`config.mk`:
```
export PLATFORM = sky130hd
export DESIGN_NAME = scsi_pio_buffer_controller
export DESIGN_NICKNAME = d
export VERILOG_FILES = /design/src/common/pio_pkg.sv /design/src/core/scsi_pio_buffer_controller.sv
export VERILOG_INCLUDE_DIRS = /design/src /design/src/common
export SDC_FILE = /design/constraint.sdc
export NUM_CORES = 1
export LEC_CHECK = 0
export BUFFER_PORTS_ARGS = -buffer_cell sky130_fd_sc_hd__buf_2
export CAP_MARGIN = 15
export CORE_ASPECT_RATIO = 1.2
export CORE_MARGIN = 10
export CORE_UTILIZATION = 54
export DETAILED_ROUTE_END_ITERATION = 12
export PLACE_DENSITY_LB_ADDON = 0.2
export SLEW_MARGIN = 40
export SYNTH_ARGS = -nofsm -noshare
export SYNTH_HDL_FRONTEND = slang
export SYNTH_SLANG_ARGS = --single-unit
```
`constraint.sdc`:
```
create_clock -name CLK -period 1.92 [get_ports CLK]
set_input_delay 0.384 -clock CLK [delete_from_list [all_inputs] [get_ports CLK]]
set_output_delay 0.384 -clock CLK [all_outputs]
set_load 0.005 [all_outputs]
```
`src/common/pio_map.svh`:
```
// register indices, field positions, reset values and counts of the pio block
// assumes the byte address of a register is four times its index
`ifndef PIO_MAP_SVH
`define PIO_MAP_SVH
`define IDX_STATUS 8'h61
`define IDX_CONTROL 8'h63
`define IDX_SIGNAL 8'h64
`define IDX_OUT_BYTE 8'h65
`define IDX_CAPTURED 8'h67
`define IDX_MEM_BYTE 8'h70
`define IDX_CONFIG 8'h71
`define IDX_WR_PTR 8'h72
`define IDX_RD_PTR 8'h73
`define ST_SCSI_BUSY 0
`define ST_CMD_DONE 1
`define ST_MEM_BUSY 7
`define CT_MEM_DIR 0
`define CT_SCSI_GO 2
`define CT_DISK_DIR 4
`define CT_MEM_GO 7
`define SG_IO 0
`define SG_CD 1
`define SG_MSG 2
`define SG_REQ 3
`define SG_ACK 4
`define SG_ATN 5
`define SG_BSY 6
`define SG_SEL 7
`define CF_TARGET 0
`define CF_MANUAL 1
`define CF_DRAM 2
`define RST_BYTE 8'h00
`define RST_PTR 16'h0000
`define IDLE_CYCLES 16
`define MEM_PHASES 4
`endif

```
`src/common/pio_pkg.sv`:
```
// types shared by the pio and buffer controller block
// assumes the bus lines are seen asserted-high; pads do the inversion
package pio_pkg;
	typedef struct packed {
		logic [7:0] data;
		logic req;
		logic ack;
		logic io;
		logic cd;
		logic msg;
	} scsi_in_t;
	typedef struct packed {
		logic [7:0] data;
		logic data_oe;
		logic req;
		logic ack;
		logic io;
		logic cd;
		logic msg;
		logic atn;
		logic bsy;
		logic sel;
	} scsi_out_t;
	typedef struct packed {
		logic [7:0] addr;
		logic addr_latch_strobe;
		logic mem_output_enable_n;
		logic we_n;
		logic ras_n;
		logic cas_n;
		logic [7:0] data;
		logic data_oe;
	} mem_out_t;
	typedef enum logic [2:0] {
		S_IDLE = 3'h0,
		S_TREQ = 3'h1,
		S_TREL = 3'h2,
		S_IWAIT = 3'h3,
		S_IACK = 3'h4,
		S_DONE = 3'h5
	} pio_state_t;
	typedef enum logic [1:0] {
		K_DISK = 2'h0,
		K_MPU = 2'h1,
		K_REFR = 2'h2
	} mem_kind_t;
endpackage

```
`src/core/scsi_pio_buffer_controller.sv`:
```
// scsi programmed-io byte handshake, memory pio and buffer memory sequencer
// assumes an ahb-lite master, one clock (the buffer clock) and scsi lines
// already synchronous to it
//
// Register access over AHB-Lite was left to the implementer.
`timescale 1ns/10ps
`include "pio_map.svh"

module scsi_pio_buffer_controller #(
	parameter int IDLE_CYCLES = `IDLE_CYCLES,
	parameter int ADDR_W = 16
) (
	input wire logic CLK,
	input wire logic RST_N,
	input wire logic HSEL,
	input wire logic [31:0] HADDR,
	input wire logic [1:0] HTRANS,
	input wire logic HWRITE,
	input wire logic [2:0] HSIZE,
	input wire logic [31:0] HWDATA,
	input wire logic HREADY,
	output logic [31:0] HRDATA,
	output logic HREADYOUT,
	output logic HRESP,
	input wire pio_pkg::scsi_in_t SCSI_I,
	output pio_pkg::scsi_out_t SCSI_O,
	input wire logic [7:0] MEM_DQ_I,
	output pio_pkg::mem_out_t MEM_O,
	input wire logic DISK_MEM_REQ,
	input wire logic DISK_MEM_WRITE,
	input wire logic [15:0] DISK_MEM_ADDR,
	input wire logic [7:0] DISK_WDATA,
	output logic DISK_MEM_DONE,
	output logic [7:0] DISK_RDATA,
	input wire logic SCSI_MEM_BUSY,
	output logic DISK_DIR,
	output logic CMD_DONE_IRQ
);
	if (IDLE_CYCLES < 1 || IDLE_CYCLES > 31 || ADDR_W != 16)
	begin : g_bad_param
		$error("unsupported parameter value");
	end

	//////////////////////////////////////////////////////////////////////
	// ahb-lite slave: zero wait states, read data prepared in address phase
	logic wr_pend_q;
	logic [7:0] widx_q;
	logic [31:0] rdata_q;
	logic [7:0] sig_q, out_byte_q, cap_q, buf_q, cfg_q;
	logic [15:0] wptr_q, rptr_q;
	logic mem_dir_q, disk_dir_q, scsi_go_q, mem_go_q, done_q;
	logic [7:0] status_w, control_w, bus_now_w;
	logic [31:0] rd_mux_w;
	wire addr_ok = HSEL & HREADY & HTRANS[1];
	wire [7:0] aidx = HADDR[9:2];
	wire clr_done = addr_ok & ~HWRITE & (aidx == `IDX_STATUS);
	wire wr_ctl = wr_pend_q & (widx_q == `IDX_CONTROL);
	pio_pkg::pio_state_t st_q, st_d;
	logic act_q;
	assign status_w = {~act_q ? 1'b0 : 1'b1, 5'h00, done_q,
		st_q != pio_pkg::S_IDLE};
	assign control_w = {mem_go_q, 2'h0, disk_dir_q, 1'b0, scsi_go_q,
		1'b0, mem_dir_q};
	assign bus_now_w = {3'h0, SCSI_I.ack, SCSI_I.req, SCSI_I.msg,
		SCSI_I.cd, SCSI_I.io};
	assign rd_mux_w =
		(aidx == `IDX_STATUS) ? {24'h000000, status_w} :
		(aidx == `IDX_CONTROL) ? {24'h000000, control_w} :
		(aidx == `IDX_SIGNAL) ? {24'h000000, bus_now_w} :
		(aidx == `IDX_CAPTURED) ? {24'h000000, cap_q} :
		(aidx == `IDX_MEM_BYTE) ? {24'h000000, buf_q} :
		(aidx == `IDX_CONFIG) ? {24'h000000, cfg_q} :
		(aidx == `IDX_WR_PTR) ? {16'h0000, wptr_q} :
		(aidx == `IDX_RD_PTR) ? {16'h0000, rptr_q} : 32'h00000000;

	always_ff @(posedge CLK)
	begin
		if (!RST_N)
		begin
			wr_pend_q <= 1'b0;
			widx_q <= 8'h00;
			rdata_q <= 32'h00000000;
			HREADYOUT <= 1'b0;
			HRESP <= 1'b0;
		end
		else
		begin
			wr_pend_q <= addr_ok & HWRITE;
			widx_q <= aidx;
			rdata_q <= (addr_ok & ~HWRITE) ? rd_mux_w : 32'h00000000;
			HREADYOUT <= 1'b1;
			HRESP <= 1'b0;
		end
	end
	assign HRDATA = rdata_q;

	//////////////////////////////////////////////////////////////////////
	// automatic scsi pio handshake
	logic cap_ev, done_ev, pio_go;
	pio_pkg::scsi_out_t scsi_d, scsi_q;
	wire target = cfg_q[`CF_TARGET];
	wire manual = cfg_q[`CF_MANUAL];
	wire dram = cfg_q[`CF_DRAM];
	// io asserted means target to initiator
	wire sending = target ? sig_q[`SG_IO] : ~sig_q[`SG_IO];
	wire phase_ok = (SCSI_I.io == sig_q[`SG_IO]) &
		(SCSI_I.cd == sig_q[`SG_CD]) & (SCSI_I.msg == sig_q[`SG_MSG]);
	assign pio_go = scsi_go_q & ~manual & (st_q == pio_pkg::S_IDLE);

	// fully interlocked handshake, no offset counting: only async
	always_comb
	begin
		st_d = st_q;
		cap_ev = 1'b0;
		done_ev = 1'b0;
		case (st_q)
			pio_pkg::S_IDLE:
				if (pio_go)
					st_d = target ? pio_pkg::S_TREQ : pio_pkg::S_IWAIT;
			pio_pkg::S_TREQ:
				if (SCSI_I.ack)
				begin
					cap_ev = ~sending;
					st_d = pio_pkg::S_TREL;
				end
			pio_pkg::S_TREL:
				if (!SCSI_I.ack)
					st_d = pio_pkg::S_DONE;
			pio_pkg::S_IWAIT:
				if (SCSI_I.req && phase_ok)
				begin
					cap_ev = ~sending;
					st_d = pio_pkg::S_IACK;
				end
			pio_pkg::S_IACK:
				if (!SCSI_I.req)
					st_d = pio_pkg::S_DONE;
			pio_pkg::S_DONE:
			begin
				done_ev = 1'b1;
				st_d = pio_pkg::S_IDLE;
			end
			default:
				st_d = pio_pkg::S_IDLE;
		endcase
	end

	always_comb
	begin
		scsi_d.data = out_byte_q;
		scsi_d.atn = sig_q[`SG_ATN];
		scsi_d.bsy = sig_q[`SG_BSY];
		scsi_d.sel = sig_q[`SG_SEL];
		if (manual)
		begin
			scsi_d.req = sig_q[`SG_REQ];
			scsi_d.ack = sig_q[`SG_ACK];
			scsi_d.io = sig_q[`SG_IO];
			scsi_d.cd = sig_q[`SG_CD];
			scsi_d.msg = sig_q[`SG_MSG];
			scsi_d.data_oe = sending;
		end
		else
		begin
			scsi_d.req = st_d == pio_pkg::S_TREQ;
			scsi_d.ack = st_d == pio_pkg::S_IACK;
			scsi_d.io = target & sig_q[`SG_IO];
			scsi_d.cd = target & sig_q[`SG_CD];
			scsi_d.msg = target & sig_q[`SG_MSG];
			scsi_d.data_oe = sending & (target ? st_d == pio_pkg::S_TREQ
				: st_d == pio_pkg::S_IACK);
		end
	end

	always_ff @(posedge CLK)
	begin
		if (!RST_N)
		begin
			st_q <= pio_pkg::S_IDLE;
			scsi_q <= '0;
		end
		else
		begin
			st_q <= st_d;
			scsi_q <= scsi_d;
		end
	end
	assign SCSI_O = scsi_q;

	//////////////////////////////////////////////////////////////////////
	// buffer memory sequencer: four phases per cycle, one idle between
	pio_pkg::mem_kind_t kind_q, kind_d;
	logic [1:0] cyc_q, cyc_d;
	logic act_d, wr_q, wr_d;
	logic [15:0] addr_q, addr_d;
	logic [7:0] wdata_q, wdata_d;
	logic [4:0] idle_q;
	pio_pkg::mem_out_t mem_d, mem_q;
	logic disk_done_q;
	logic [7:0] disk_rdata_q;
	wire mpu_req = mem_go_q;
	wire any_req = DISK_MEM_REQ | SCSI_MEM_BUSY | mpu_req;
	wire g_disk = ~act_q & DISK_MEM_REQ;
	wire g_mpu = ~act_q & ~DISK_MEM_REQ & mpu_req & ~SCSI_MEM_BUSY;
	// a request landing in a refresh waits for act_q to fall
	wire g_ref = ~act_q & ~any_req & dram &
		(idle_q >= IDLE_CYCLES[4:0]);
	wire last_ph = act_q & (cyc_q == 2'(`MEM_PHASES - 1));
	wire data_ph = act_q & (cyc_q == 2'(`MEM_PHASES - 2));
	wire mpu_end = data_ph & (kind_q == pio_pkg::K_MPU);

	function automatic pio_pkg::mem_out_t mem_drive(input logic act,
		input logic [1:0] ph, input pio_pkg::mem_kind_t kind,
		input logic wr, input logic [15:0] a, input logic [7:0] wd,
		input logic dr);
		pio_pkg::mem_out_t m;
		logic strobe;
		m.addr = (ph == 2'h0) ? a[7:0] : a[15:8];
		m.data = wd;
		strobe = act & (ph == 2'h1 || ph == 2'h2);
		m.addr_latch_strobe = act & ~dr & (ph == 2'h0);
		// dram output stays enabled: early write only
		m.mem_output_enable_n = dr ? 1'b0 : ~(strobe & ~wr);
		m.we_n = ~(strobe & wr & kind != pio_pkg::K_REFR);
		m.data_oe = strobe & wr & kind != pio_pkg::K_REFR;
		if (kind == pio_pkg::K_REFR)
		begin
			m.cas_n = ~(act & dr & ph != 2'h3);
			m.ras_n = ~(strobe & dr);
		end
		else
		begin
			m.ras_n = ~(act & dr & ph != 2'h3);
			m.cas_n = ~(strobe & dr);
		end
		return m;
	endfunction

	always_comb
	begin
		act_d = act_q & ~last_ph;
		cyc_d = act_q ? cyc_q + 2'h1 : 2'h0;
		kind_d = kind_q;
		wr_d = wr_q;
		addr_d = addr_q;
		wdata_d = wdata_q;
		if (g_disk)
		begin
			act_d = 1'b1;
			kind_d = pio_pkg::K_DISK;
			wr_d = DISK_MEM_WRITE;
			addr_d = DISK_MEM_ADDR;
			wdata_d = DISK_WDATA;
		end
		else if (g_mpu)
		begin
			act_d = 1'b1;
			kind_d = pio_pkg::K_MPU;
			wr_d = ~mem_dir_q;
			addr_d = mem_dir_q ? rptr_q : wptr_q;
			wdata_d = buf_q;
		end
		else if (g_ref)
		begin
			act_d = 1'b1;
			kind_d = pio_pkg::K_REFR;
			wr_d = 1'b0;
		end
		mem_d = mem_drive(act_d, cyc_d, kind_d, wr_d, addr_d, wdata_d, dram);
	end

	always_ff @(posedge CLK)
	begin
		if (!RST_N)
		begin
			act_q <= 1'b0;
			cyc_q <= 2'h0;
			kind_q <= pio_pkg::K_DISK;
			wr_q <= 1'b0;
			addr_q <= `RST_PTR;
			wdata_q <= `RST_BYTE;
			idle_q <= 5'h00;
			mem_q <= {8'h00, 1'b0, 1'b1, 1'b1, 1'b1, 1'b1, 8'h00, 1'b0};
			disk_done_q <= 1'b0;
			disk_rdata_q <= `RST_BYTE;
		end
		else
		begin
			act_q <= act_d;
			cyc_q <= cyc_d;
			kind_q <= kind_d;
			wr_q <= wr_d;
			addr_q <= addr_d;
			wdata_q <= wdata_d;
			idle_q <= any_req ? 5'h00 :
				(idle_q >= IDLE_CYCLES[4:0]) ? idle_q : idle_q + 5'h01;
			mem_q <= mem_d;
			disk_done_q <= data_ph & (kind_q == pio_pkg::K_DISK);
			if (data_ph && kind_q == pio_pkg::K_DISK && !wr_q)
				disk_rdata_q <= MEM_DQ_I;
		end
	end
	assign MEM_O = mem_q;
	assign DISK_MEM_DONE = disk_done_q;
	assign DISK_RDATA = disk_rdata_q;

	//////////////////////////////////////////////////////////////////////
	// registers software sees
	always_ff @(posedge CLK)
	begin
		if (!RST_N)
		begin
			sig_q <= `RST_BYTE;
			out_byte_q <= `RST_BYTE;
			cap_q <= `RST_BYTE;
			buf_q <= `RST_BYTE;
			cfg_q <= `RST_BYTE;
			wptr_q <= `RST_PTR;
			rptr_q <= `RST_PTR;
			mem_dir_q <= 1'b0;
			disk_dir_q <= 1'b0;
			scsi_go_q <= 1'b0;
			mem_go_q <= 1'b0;
			done_q <= 1'b0;
		end
		else
		begin
			if (wr_pend_q && widx_q == `IDX_SIGNAL)
				sig_q <= HWDATA[7:0];
			if (wr_pend_q && widx_q == `IDX_OUT_BYTE)
				out_byte_q <= HWDATA[7:0];
			if (wr_pend_q && widx_q == `IDX_CONFIG)
				cfg_q <= HWDATA[7:0];
			if (cap_ev)
				cap_q <= SCSI_I.data;
			if (mpu_end && !wr_q)
				buf_q <= MEM_DQ_I;
			else if (wr_pend_q && widx_q == `IDX_MEM_BYTE)
				buf_q <= HWDATA[7:0];
			if (mpu_end && wr_q)
				wptr_q <= wptr_q + 16'h0001;
			else if (wr_pend_q && widx_q == `IDX_WR_PTR)
				wptr_q <= HWDATA[15:0];
			if (mpu_end && !wr_q)
				rptr_q <= rptr_q + 16'h0001;
			else if (wr_pend_q && widx_q == `IDX_RD_PTR)
				rptr_q <= HWDATA[15:0];
			// start bits ignore writes while their transfer runs
			if (wr_ctl)
			begin
				disk_dir_q <= HWDATA[`CT_DISK_DIR];
				if (!mem_go_q)
					mem_dir_q <= HWDATA[`CT_MEM_DIR];
			end
			if (done_ev)
				scsi_go_q <= 1'b0;
			else if (wr_ctl && !scsi_go_q)
				scsi_go_q <= HWDATA[`CT_SCSI_GO];
			if (mpu_end)
				mem_go_q <= 1'b0;
			else if (wr_ctl && !mem_go_q)
				mem_go_q <= HWDATA[`CT_MEM_GO];
			// set wins over the clear-on-read
			if (done_ev || mpu_end)
				done_q <= 1'b1;
			else if (clr_done)
				done_q <= 1'b0;
		end
	end
	assign DISK_DIR = disk_dir_q;
	assign CMD_DONE_IRQ = done_q;
endmodule

```
==> metrics.txt, run 1 <==
Net count, final=roughly 1200; clock-pin slew reported for the worst setup and hold paths after clock tree synthesis=around 0.070 ns; effective utilization at floorplan=55.4%; width of the chip=134 um; Max-Slew Margin vs Limit=between 60% and 70%; Core ar.=15100 um2; per-cell routed wire length=18.7 um; final global-route overflow total=0; sequential-to-total area share from yosys stat=43.2%; number of primary I/O pins=206; antenna violations before repair=0; Die Area=21000 um2; Req. time, crit path=2.24 ns; # rows=49; Die Span Y=157 um; fraction of the core area covered by cells at the end of the flow=69.2%; hold bufs inserted after CTS=0; routed wire length=24.9 mm; fraction of registers with async set or reset after synthesis=0%; Slew @ Worst Pin=0.515 ns; fraction of synthesized cell area taken by the top area cell type=43.2%; proportion of power drawn by flip-flops and latches=47.3%; Hold/Removal Path Class=in -> reg; WS Path Type=reg -> reg; clock root buffer=clkbuf_16; maximum capacitance violations=0; total net switching power=about 1.9 mW; biggest area consumer among synthesized cells=dfxtp_1; area added between synthesis and finish=24.8%; Clock Path Buffers=2; number of antenna diodes=0; largest clock skew in the final design=0.0116 ns; post-detailed-route via-to-cell ratio=5.69; layout cells sized above 1=27.6%; largest fanout on the critical path=8; number of synthesis warnings=0; leakage power=4.33 nW; total of endpoints with negative setup slack in the final report=0; worst slack after detailed placement=-0.0529 ns; dominant register cell in the synthesized netlist=dfxtp_1; clock group share of total power=45.5%; uppermost layer routed=met4; first-pass GRT wire length=between 30 and 40 mm; met1 WL=about 11 mm; number of different library cells in the post-synthesis netlist=76; buffers added on ports=144; weighted congestion at the end of routability-driven global placement=roughly 0.93; Adder-Cell Fraction of Synth Area=under 10%; status=finished, final reports clean; time the final worst path needs with I/O delays and setup=between 1.5 and 2 ns; number of detailed-route iterations in the first pass=5; number of DRC violations after detailed routing=0; Post-synth EDFFs=0; 1st-iter DRT viols=593; via count of the first global-routing pass=7404; number of buffers created by CTS=17; top post-synthesis cells by area=dfxtp_1 (43%), mux2i_1 (9.7%), nor2_1 (5.8%), a21oi_1 (4.1%), a211oi_1 (2.5%); clock latency on the worst-skew pair=0.44 ns; Detail Route met3 WL=2.01 mm; post-synthesis xor/xnor area fraction=less than 1%; Synth Area per Inst=9.06 um2; vias after detailed routing=7580; number of inserted filler cells in the final layout=around 1200; worst path setup slack after routing=0.0767 ns; wire length on met2=11.6 mm; largest family of logic cells by synthesized area=simple AND/OR/NAND/NOR gates; number of storage elements in the synthesis netlist=181; Worst VDD drop=0.000532 V; post-layout total power=between 8 and 9 mW; area of the mapped netlist=8400 um2; fraction of the mapped netlist area in simple logic gates=21.4%; multiplexer share of the synthesized area=11.4%; total count of max-transition violations in the final report=0; GRT Util Overall=23.3%; Cell Count Post-Placement=~1300; timing-limited maximum frequency=543 MHz; Comb pwr share=7.2%; count of H-tree levels built during CTS=4; final cell count without fillers=1332; power density normalized to cell area=roughly 780 nW/um2; final hold slack=0.160 ns; Final Cycle Share=96.0%; Internal Pwr Total=6.25 mW; CP Data Arrival Time=2.17 ns; TritonCTS Sinks=181; share of the synthesized area in compound gates (AO/OA/AOI/OAI)=16.5%; number of failing hold endpoints at the final stage=0; TritonCTS clock tree=built; Cell Area, Placed=9720 um2; HPWL after DPL=about 18 mm; net switching share of the total power=23.3%; gate count of the mapped netlist=927; Non-Filler Cell Area, Final=approximately 10000 um2; remaining antenna violation count=0; kind of end point of the critical path=flop; crit path launch type=flop; largest net degree at the start of global routing=48; Total Negative Setup Slacks=0 ns
area by class of cell:
cell class,instances,area (um2),share of cell area [%]
multi-input cells,671,4470,42.7
flip-flops and latches,181,3630,34.6
repair buffers,227,1430,13.7
clock buffers,17,425,4.06
well taps,204,255,2.44
clock inverters,15,204,1.95
inverters,17,63.8,0.609
path summary, 6_finish.rpt:
| path | startpoint | end | slack (ns) | cells past startpoint |
|---|---|---|---|---|
| setup / recovery | wr_pend_q | buf_q[1] | 0.08 | 6 |
| hold / removal | HADDR[8] | widx_q[6] | 0.16 | 2 |
| setup reg to reg | wr_pend_q | buf_q[1] | 0.08 | 6 |
| hold reg to reg | MEM_O[2] | MEM_O[2] | 0.45 | 2 |
cell usage after synthesis, drive strengths merged, types with 2 or more instances:
cell type / count
or3: 3
xor2: 4
and4: 2
a211oi: 28
a41oi: 3
a32oi: 4
o2bb2ai: 4
nor2: 133
a21o: 2
nor3: 15
mux2: 7
o21a: 8
or3b: 4
nand2: 47
a2bb2oi: 6
inv: 17
o31ai: 8
o21ai: 29
ha: 9
nor4: 5
nand4b: 3
o211a: 3
a311o: 4
and2: 29
dfxtp: 181
a31oi: 18
a21oi: 69
mux4: 3
nand2b: 6
nor2b: 11
nor4b: 6
nand4: 12
and3: 15
buf: 43
mux2i: 81
nand3b: 7
clkbuf: 31
xnor2: 5
or2: 5
a22oi: 16
nand3: 22
nor3b: 4
critical path, stage by stage (launching register included):
cell and delay, ns:
dfxtp_1 0.37, nand4b_4 0.15, or3_1 0.42, buf_4 0.19, nor2_8 0.22, mux2i_1 0.27
a211oi_1 0.10
per-layer routing:
| metal | track usage [%] | vias up |
|---|---|---|
| li1 | - | 3666 |
| met1 | 29.7 | 3557 |
| met2 | 36.9 | 306 |
| met3 | 6.21 | 51 |
| met4 | 8.72 | 0 |
| met5 | 0 | - |
power groups by stage:
stage / Combinational, mW / Clock [mW] / Sequential, mW
6_report: 0.585 / 3.71 / 3.86
3_5_place_dp: 0.567 / 0 / 3.94
3_3_place_gp: 0.562 / 0 / 3.94
4_1_cts: 0.572 / 3.75 / 3.86
2_1_floorplan: 0.302 / 0 / 3.94
5_1_grt: 0.638 / 3.89 / 3.86
flip-flops by register name, summed over array words and instances (netlist names), 16 cells and up:
register,cells
MEM_O,22
SCSI_O,17
HRDATA,16
addr_q,16
rptr_q,16
wptr_q,16
cell usage in the layout (no fill, tap or decap), types with 5 or more instances in the layout:
cell type / n
a31oi_1: 17
dfxtp_1: 177
buf_2: 144
conb_1: 17
nand3b_1: 7
a2bb2oi_1: 5
a211oi_1: 26
a21oi_1: 69
and2_1: 29
nor2b_1: 10
o31ai_1: 8
mux2_2: 7
inv_1: 15
nand2b_1: 6
mux2i_1: 81
nand4_1: 12
buf_12: 7
nor2_1: 129
nand2_1: 47
o21ai_0: 28
o21a_1: 8
nand3_1: 22
a22oi_1: 16
clkbuf_16: 17
and3_1: 15
buf_4: 76
ha_1: 8
nor3_1: 11
logic make-up after synthesis:
| kind of cell | count (synthesis) |
|---|---|
| muxes | 91 |
| adders and majority gates | 9 |
| other | 1 |
| and+or+nand+nor | 333 |
| AOI/OAI and AO/OA | 212 |
| buffers and inverters | 91 |
| xor gates and xnor gates | 9 |
| DFF | 181 |
timing repair:
action	in CTS	in global routing
buffers inserted	2	4
gates resized for setup	2	15
endpoints found under the setup margin	5	36
pin swaps	0	6
(Power assumes the default switching activity.)
==> run 2: changes to the inputs <==
Settings changed: CORE_UTILIZATION 54 to 35, PLACE_DENSITY_LB_ADDON 0.2 to default.
==> run 2 against run 1 <==
  * Core utilization shrank 25 points
  * Total power down 2.7%
  * Die area rose by 46%
  * Final cell count is 9.4% higher
  * Via count is 0.50% lower
  * Clock skew decreased by 0.0048 ns
  * Design area is 1.5% higher
  * Critical path depth rose by 1
  * Sequential power about the same
  * Critical endpoint is now rptr_q[12]
==> metrics.txt, run 2 (synthesis gave the netlist of run 1 again) <==
first-pass GRT wire length=41.7 mm; final global-route overflow total=0; area of the multi-input gates=around 4500 um2; weighted congestion at the end of routability-driven global placement=between 0.8 and 0.9; largest clock skew in the final design=0.00681 ns; largest fanout on the critical path=5; power density normalized to cell area=745 nW/um2; remaining antenna violation count=0; effective utilization at floorplan=between 30% and 40%; capture point of the critical path=rptr_q[12]; Die Span Y=190 um; TritonCTS Sinks=181; Register-to-Register Setup Slack=0.06 ns; number of buffers created by CTS=17; number of flip-flops under the largest register name=22; number of antenna diodes=0; hold bufs inserted after CTS=0; status=finished, final reports clean; total count of max-transition violations in the final report=0; # rows=62; final hold slack=0.167 ns; largest net degree at the start of global routing=38; worst path setup slack after routing=0.0649 ns; CP Data Arrival Time=2.22 ns; routed wire length=~27 mm; worst setup path start=cyc_q[0]; vias after detailed routing=about 7500; GRT Util Overall=17.1%; number of failing hold endpoints at the final stage=0; buffers added on ports=144; Hold/Removal Path Class=in -> reg; Die Area=30600 um2; worst slack after detailed placement=-0.0911 ns; r2r worst-path depth=7; layout cells sized above 1=27.9%; clock-pin slew reported for the worst setup and hold paths after clock tree synthesis=0.07 ns; Non-Filler Cell Area, Final=10600 um2; total of endpoints with negative setup slack in the final report=0; leakage power=4.36 nW; commonest cells after routing, fill and taps aside=dfxtp_1 (179), buf_2 (144), nor2_1 (130); timing-limited maximum frequency=around 540 MHz; Core ar.=~24000 um2; 1st-iter DRT viols=between 400 and 500; HPWL after DPL=about 20 mm; post-detailed-route via-to-cell ratio=roughly 5.2; Worst VDD drop=0.000596 V; crit path launch type=flop; time the final worst path needs with I/O delays and setup=1.86 ns; per-cell routed wire length=18.2 um; Slew @ Worst Pin=0.519 ns; count of H-tree levels built during CTS=4; Req. time, crit path=2.29 ns; Cell Area, Placed=between 9000 and 10000 um2; clock latency on the worst-skew pair=0.44 ns; kind of end point of the critical path=flop; TritonCTS clock tree=built; WS Path Type=reg -> reg; most common library cell in the layout ignoring fill and taps=dfxtp_1; Max-Slew Margin vs Limit=about two thirds; via count of the first global-routing pass=7371; antenna violations before repair=0; number of inserted filler cells in the final layout=2387; Net count, final=1255; destination of the worst register-to-register timing path=rptr_q[12]; Final Cycle Share=96.6%; maximum capacitance violations=0; clock root buffer=clkbuf_16; number of primary I/O pins=206; Clock Path Buffers=2; number of DRC violations after detailed routing=0; Total Negative Setup Slacks=0 ns; Reg2Reg Launch Point=cyc_q[0]; width of the chip=161 um; post-layout total power=about 7.9 mW; sequential standard cell area=3630 um2; number of detailed-route iterations in the first pass=5; area added between synthesis and finish=26.7%
-- run 2: layout make-up --
class	count	area share, %
Clock buffer	20	4.29
Clock inverter	12	1.13
Inverter	17	0.600
Multi-Input combinational cell	671	42.1
Sequential cell	181	34.1
Tap cell	320	3.76
Timing Repair Buffer	236	14.0
-- run 2: stage by stage --
stage | utilization, % | instances
after global placement | 41.8 | 1420
final | 44.7 | 1457
after CTS | 44.3 | 1453
after global routing | 44.7 | 1457
after detailed placement | 41.8 | 1420
after floorplan | - | 943
-- run 2: worst max-delay path, cell delays in order (launching register included) --
cell and delay [ns]:
dfxtp_2 0.33, inv_2 0.07, ha_4 0.15, nand4b_4 0.18, nor4_4 0.44, nand4_1 0.16
or2_2 0.29, a31oi_1 0.15
-- run 2: timing repair --
item,CTS,global route
gates resized for setup,3,13
endpoints found under the setup margin,8,43
pin swaps,0,3
gates cloned,0,0
buffers inserted,1,4
-- run 2: per-layer routing --
layer	share of wire (%)	vias to the layer above	track usage, %	wire length (um)
met5	0	-	0	0
met4	1.8	0	5.05	484
met2	48	240	27.8	12700
met1	44	3579	22.3	11800
met3	6.0	32	3.52	1600
li1	-	3691	-	-
-- run 2: report_power, final --
group	switching [mW]	total, mW	internal (mW)	leakage, nW
clock network	1.59	3.48	1.88	0.284
registers	0.0312	3.85	3.82	1.47
logic	0.353	0.595	0.242	2.61
total	1.98	7.93	5.95	4.36
-- run 2: worst min-delay path by stage --
stage / slack (ns) / endpoint / depth (start not counted) / from
2_1_floorplan: 0.41 / HREADYOUT / 0 / RST_N
3_3_place_gp: 0.44 / SCSI_O[10] / 1 / out_byte_q[1]
3_5_place_dp: 0.44 / SCSI_O[0] / 1 / sig_q[7]
4_1_cts: 0.15 / widx_q[5] / 2 / HADDR[7]
5_1_grt: 0.16 / widx_q[5] / 2 / HADDR[7]
6_report: 0.17 / widx_q[5] / 2 / HADDR[7]
==> run 3: changes to the inputs <==
Clock period 1.92 ns to 2.2 ns, I/O delays scaled along.
==> run 3 against run 2 <==
  * Total power down 16%
  * Routed wire length fell by 2.2%
  * Sequential cell count stayed put
  * Register-to-register slack improved by 0.14 ns
  * Global-route usage shrank 0.33 points
  * Sequential share of layout area is 1.5 points higher
  * Hold slack better by 0.052 ns
  * Die area unchanged
  * Sequential power shrank 12%
  * Critical path depth increased by 1
  * Non-clock buffer count down 46
  * Largest power group unchanged
==> metrics.txt, run 3 (synthesis gave the netlist of run 1 again) <==
status=finished, final reports clean; number of cells on the critical path=8; r2r worst-path depth=8; 1st-iter DRT viols=around 430; Hold/Removal Path Class=in -> reg; effective utilization at floorplan=35.3%; final global-route overflow total=0; HPWL after DPL=19.1 mm; total count of max-transition violations in the final report=0; commonest cells after routing, fill and taps aside=dfxtp_1 (181), buf_2 (144), nor2_1 (129); Req. time, crit path=between 2 and 3 ns; area added between synthesis and finish=21.1%; Die Span Y=190 um; Die Area=30600 um2; CP Data Arrival Time=about 2.4 ns; final cell count without fillers=approximately 1400; post-detailed-route via-to-cell ratio=about 5.2; Worst VDD drop=around 0.00054 V; number of buffers created by CTS=17; crit path launch type=flop; maximum single-stage delay on the critical path=~0.36 ns; TritonCTS clock tree=built; clock root buffer=clkbuf_16; number of cells traversed by the worst hold path=2; hold bufs inserted after CTS=0; kind of end point of the critical path=flop; largest fanout on the critical path=8; Net count, final=1209; clock latency on the worst-skew pair=0.44 ns; number of primary I/O pins=206; cell family contributing the most delay on the critical path=simple AND/OR/NAND/NOR gates; time the final worst path needs with I/O delays and setup=1.99 ns; most common library cell in the layout ignoring fill and taps=dfxtp_1; GRT Util Overall=16.7%; Clock Path Buffers=2; routed wire length=roughly 26 mm; Internal Pwr Total=between 5 and 6 mW; buffers added on ports=144; number of detailed-route iterations in the first pass=4; total of endpoints with negative setup slack in the final report=0; Max-Slew Margin vs Limit=65.6%; net switching share of the total power=around 25%; largest clock skew in the final design=0.0129 ns; number of failing hold endpoints at the final stage=0; slowest library cell on the worst path=and4b_2; WS Path Type=reg -> reg; Final Cycle Share=90.6%; layout cells sized above 1=23.8%; count of H-tree levels built during CTS=4; TritonCTS Sinks=181; antenna violations before repair=2; vias after detailed routing=7341; largest net degree at the start of global routing=45; number of flip-flops under the largest register name=22; total net switching power=1.66 mW; leakage power=4.06 nW; maximum capacitance violations=0; power density normalized to cell area=658 nW/um2; Core ar.=23800 um2; per-cell routed wire length=around 18 um; timing-limited maximum frequency=around 500 MHz; clock-pin slew reported for the worst setup and hold paths after clock tree synthesis=0.07 ns; width of the chip=between 150 and 200 um; number of DRC violations after detailed routing=0; clock group share of total power=around 43%; via count of the first global-routing pass=7226; Slew @ Worst Pin=just over 0.5 ns; Comb pwr share=7.2%; proportion of power drawn by flip-flops and latches=50.4%; Cell Count Post-Placement=around 1400; first-pass GRT wire length=40.6 mm; remaining antenna violation count=0; weighted congestion at the end of routability-driven global placement=0.877; # rows=62; setup repair after global routing missed its margin=false; Total Negative Setup Slacks=0 ns; Critical Path, Cell by Cell=inv_1 -> ha_1 -> and4b_2 -> nand2_1 -> and2_1 -> buf_12 -> a311o_1 -> a21oi_1; number of buffer and inverter stages on the critical path=2
-- run 3: cell types whose count changed in the layout (fill, tap and decap cells not counted), sizes merged --
cell	before	now
buf	236	190
clkinv	5	2
clkinvlp	1	4
diode	0	2
inv	22	20
bufinv	1	0
clkbuf	20	21
-- run 3: final cells by class --
cell class,instances,area [um2]
diodes,2,5.00
flip-flops and latches,181,3620
inverters,17,63.8
clock inverters,9,72.6
well taps,320,400
fillers,2418,13600
clock buffers,21,460
multi-input cells,671,4410
repair buffers,190,1130
-- run 3: path summary, 6_finish.rpt --
path | startpoint | endpoint | slack, ns
min | HADDR[7] | widx_q[5] | 0.22
max | cyc_q[0] | rptr_q[9] | 0.21
min reg2reg | MEM_O[5] | MEM_O[5] | 0.45
max reg2reg | cyc_q[0] | rptr_q[9] | 0.21
-- run 3: metrics by stage --
step           worst slack (ns)  total power, mW  hold WS (ns)  util, %  instance area [um2]
5_1_grt                  0.0373             6.95         0.207     42.7                10200
3_5_place_dp              0.147             3.92         0.441     40.4                 9620
6_report                  0.208             6.69         0.219     42.7                10200
4_1_cts                   0.130             6.76         0.207     42.6                10200
2_1_floorplan             0.470             3.70         0.429        -                 8460
3_3_place_gp              0.129             3.92         0.437     40.4                 9620
-- run 3: layer usage --
metal	global-route usage (%)	wire, um
met1	21.0	11400
met2	27.0	12100
met3	4.52	1770
met4	5.99	592
met5	0	0
-- run 3: what timing repair did --
action,4_1_cts,5_1_grt
setup endpoints to repair,0,5
resized for setup,0,3
setup buffers,0,0
-- run 3: power groups by stage --
stage                     combinational (mW)  clock, mW  sequential (mW)
after global routing                   0.531       3.05             3.37
after CTS                              0.482       2.91             3.37
final                                  0.480       2.84             3.37
after detailed placement               0.480          0             3.44
after floorplan                        0.264          0             3.44
after global placement                 0.478          0             3.44
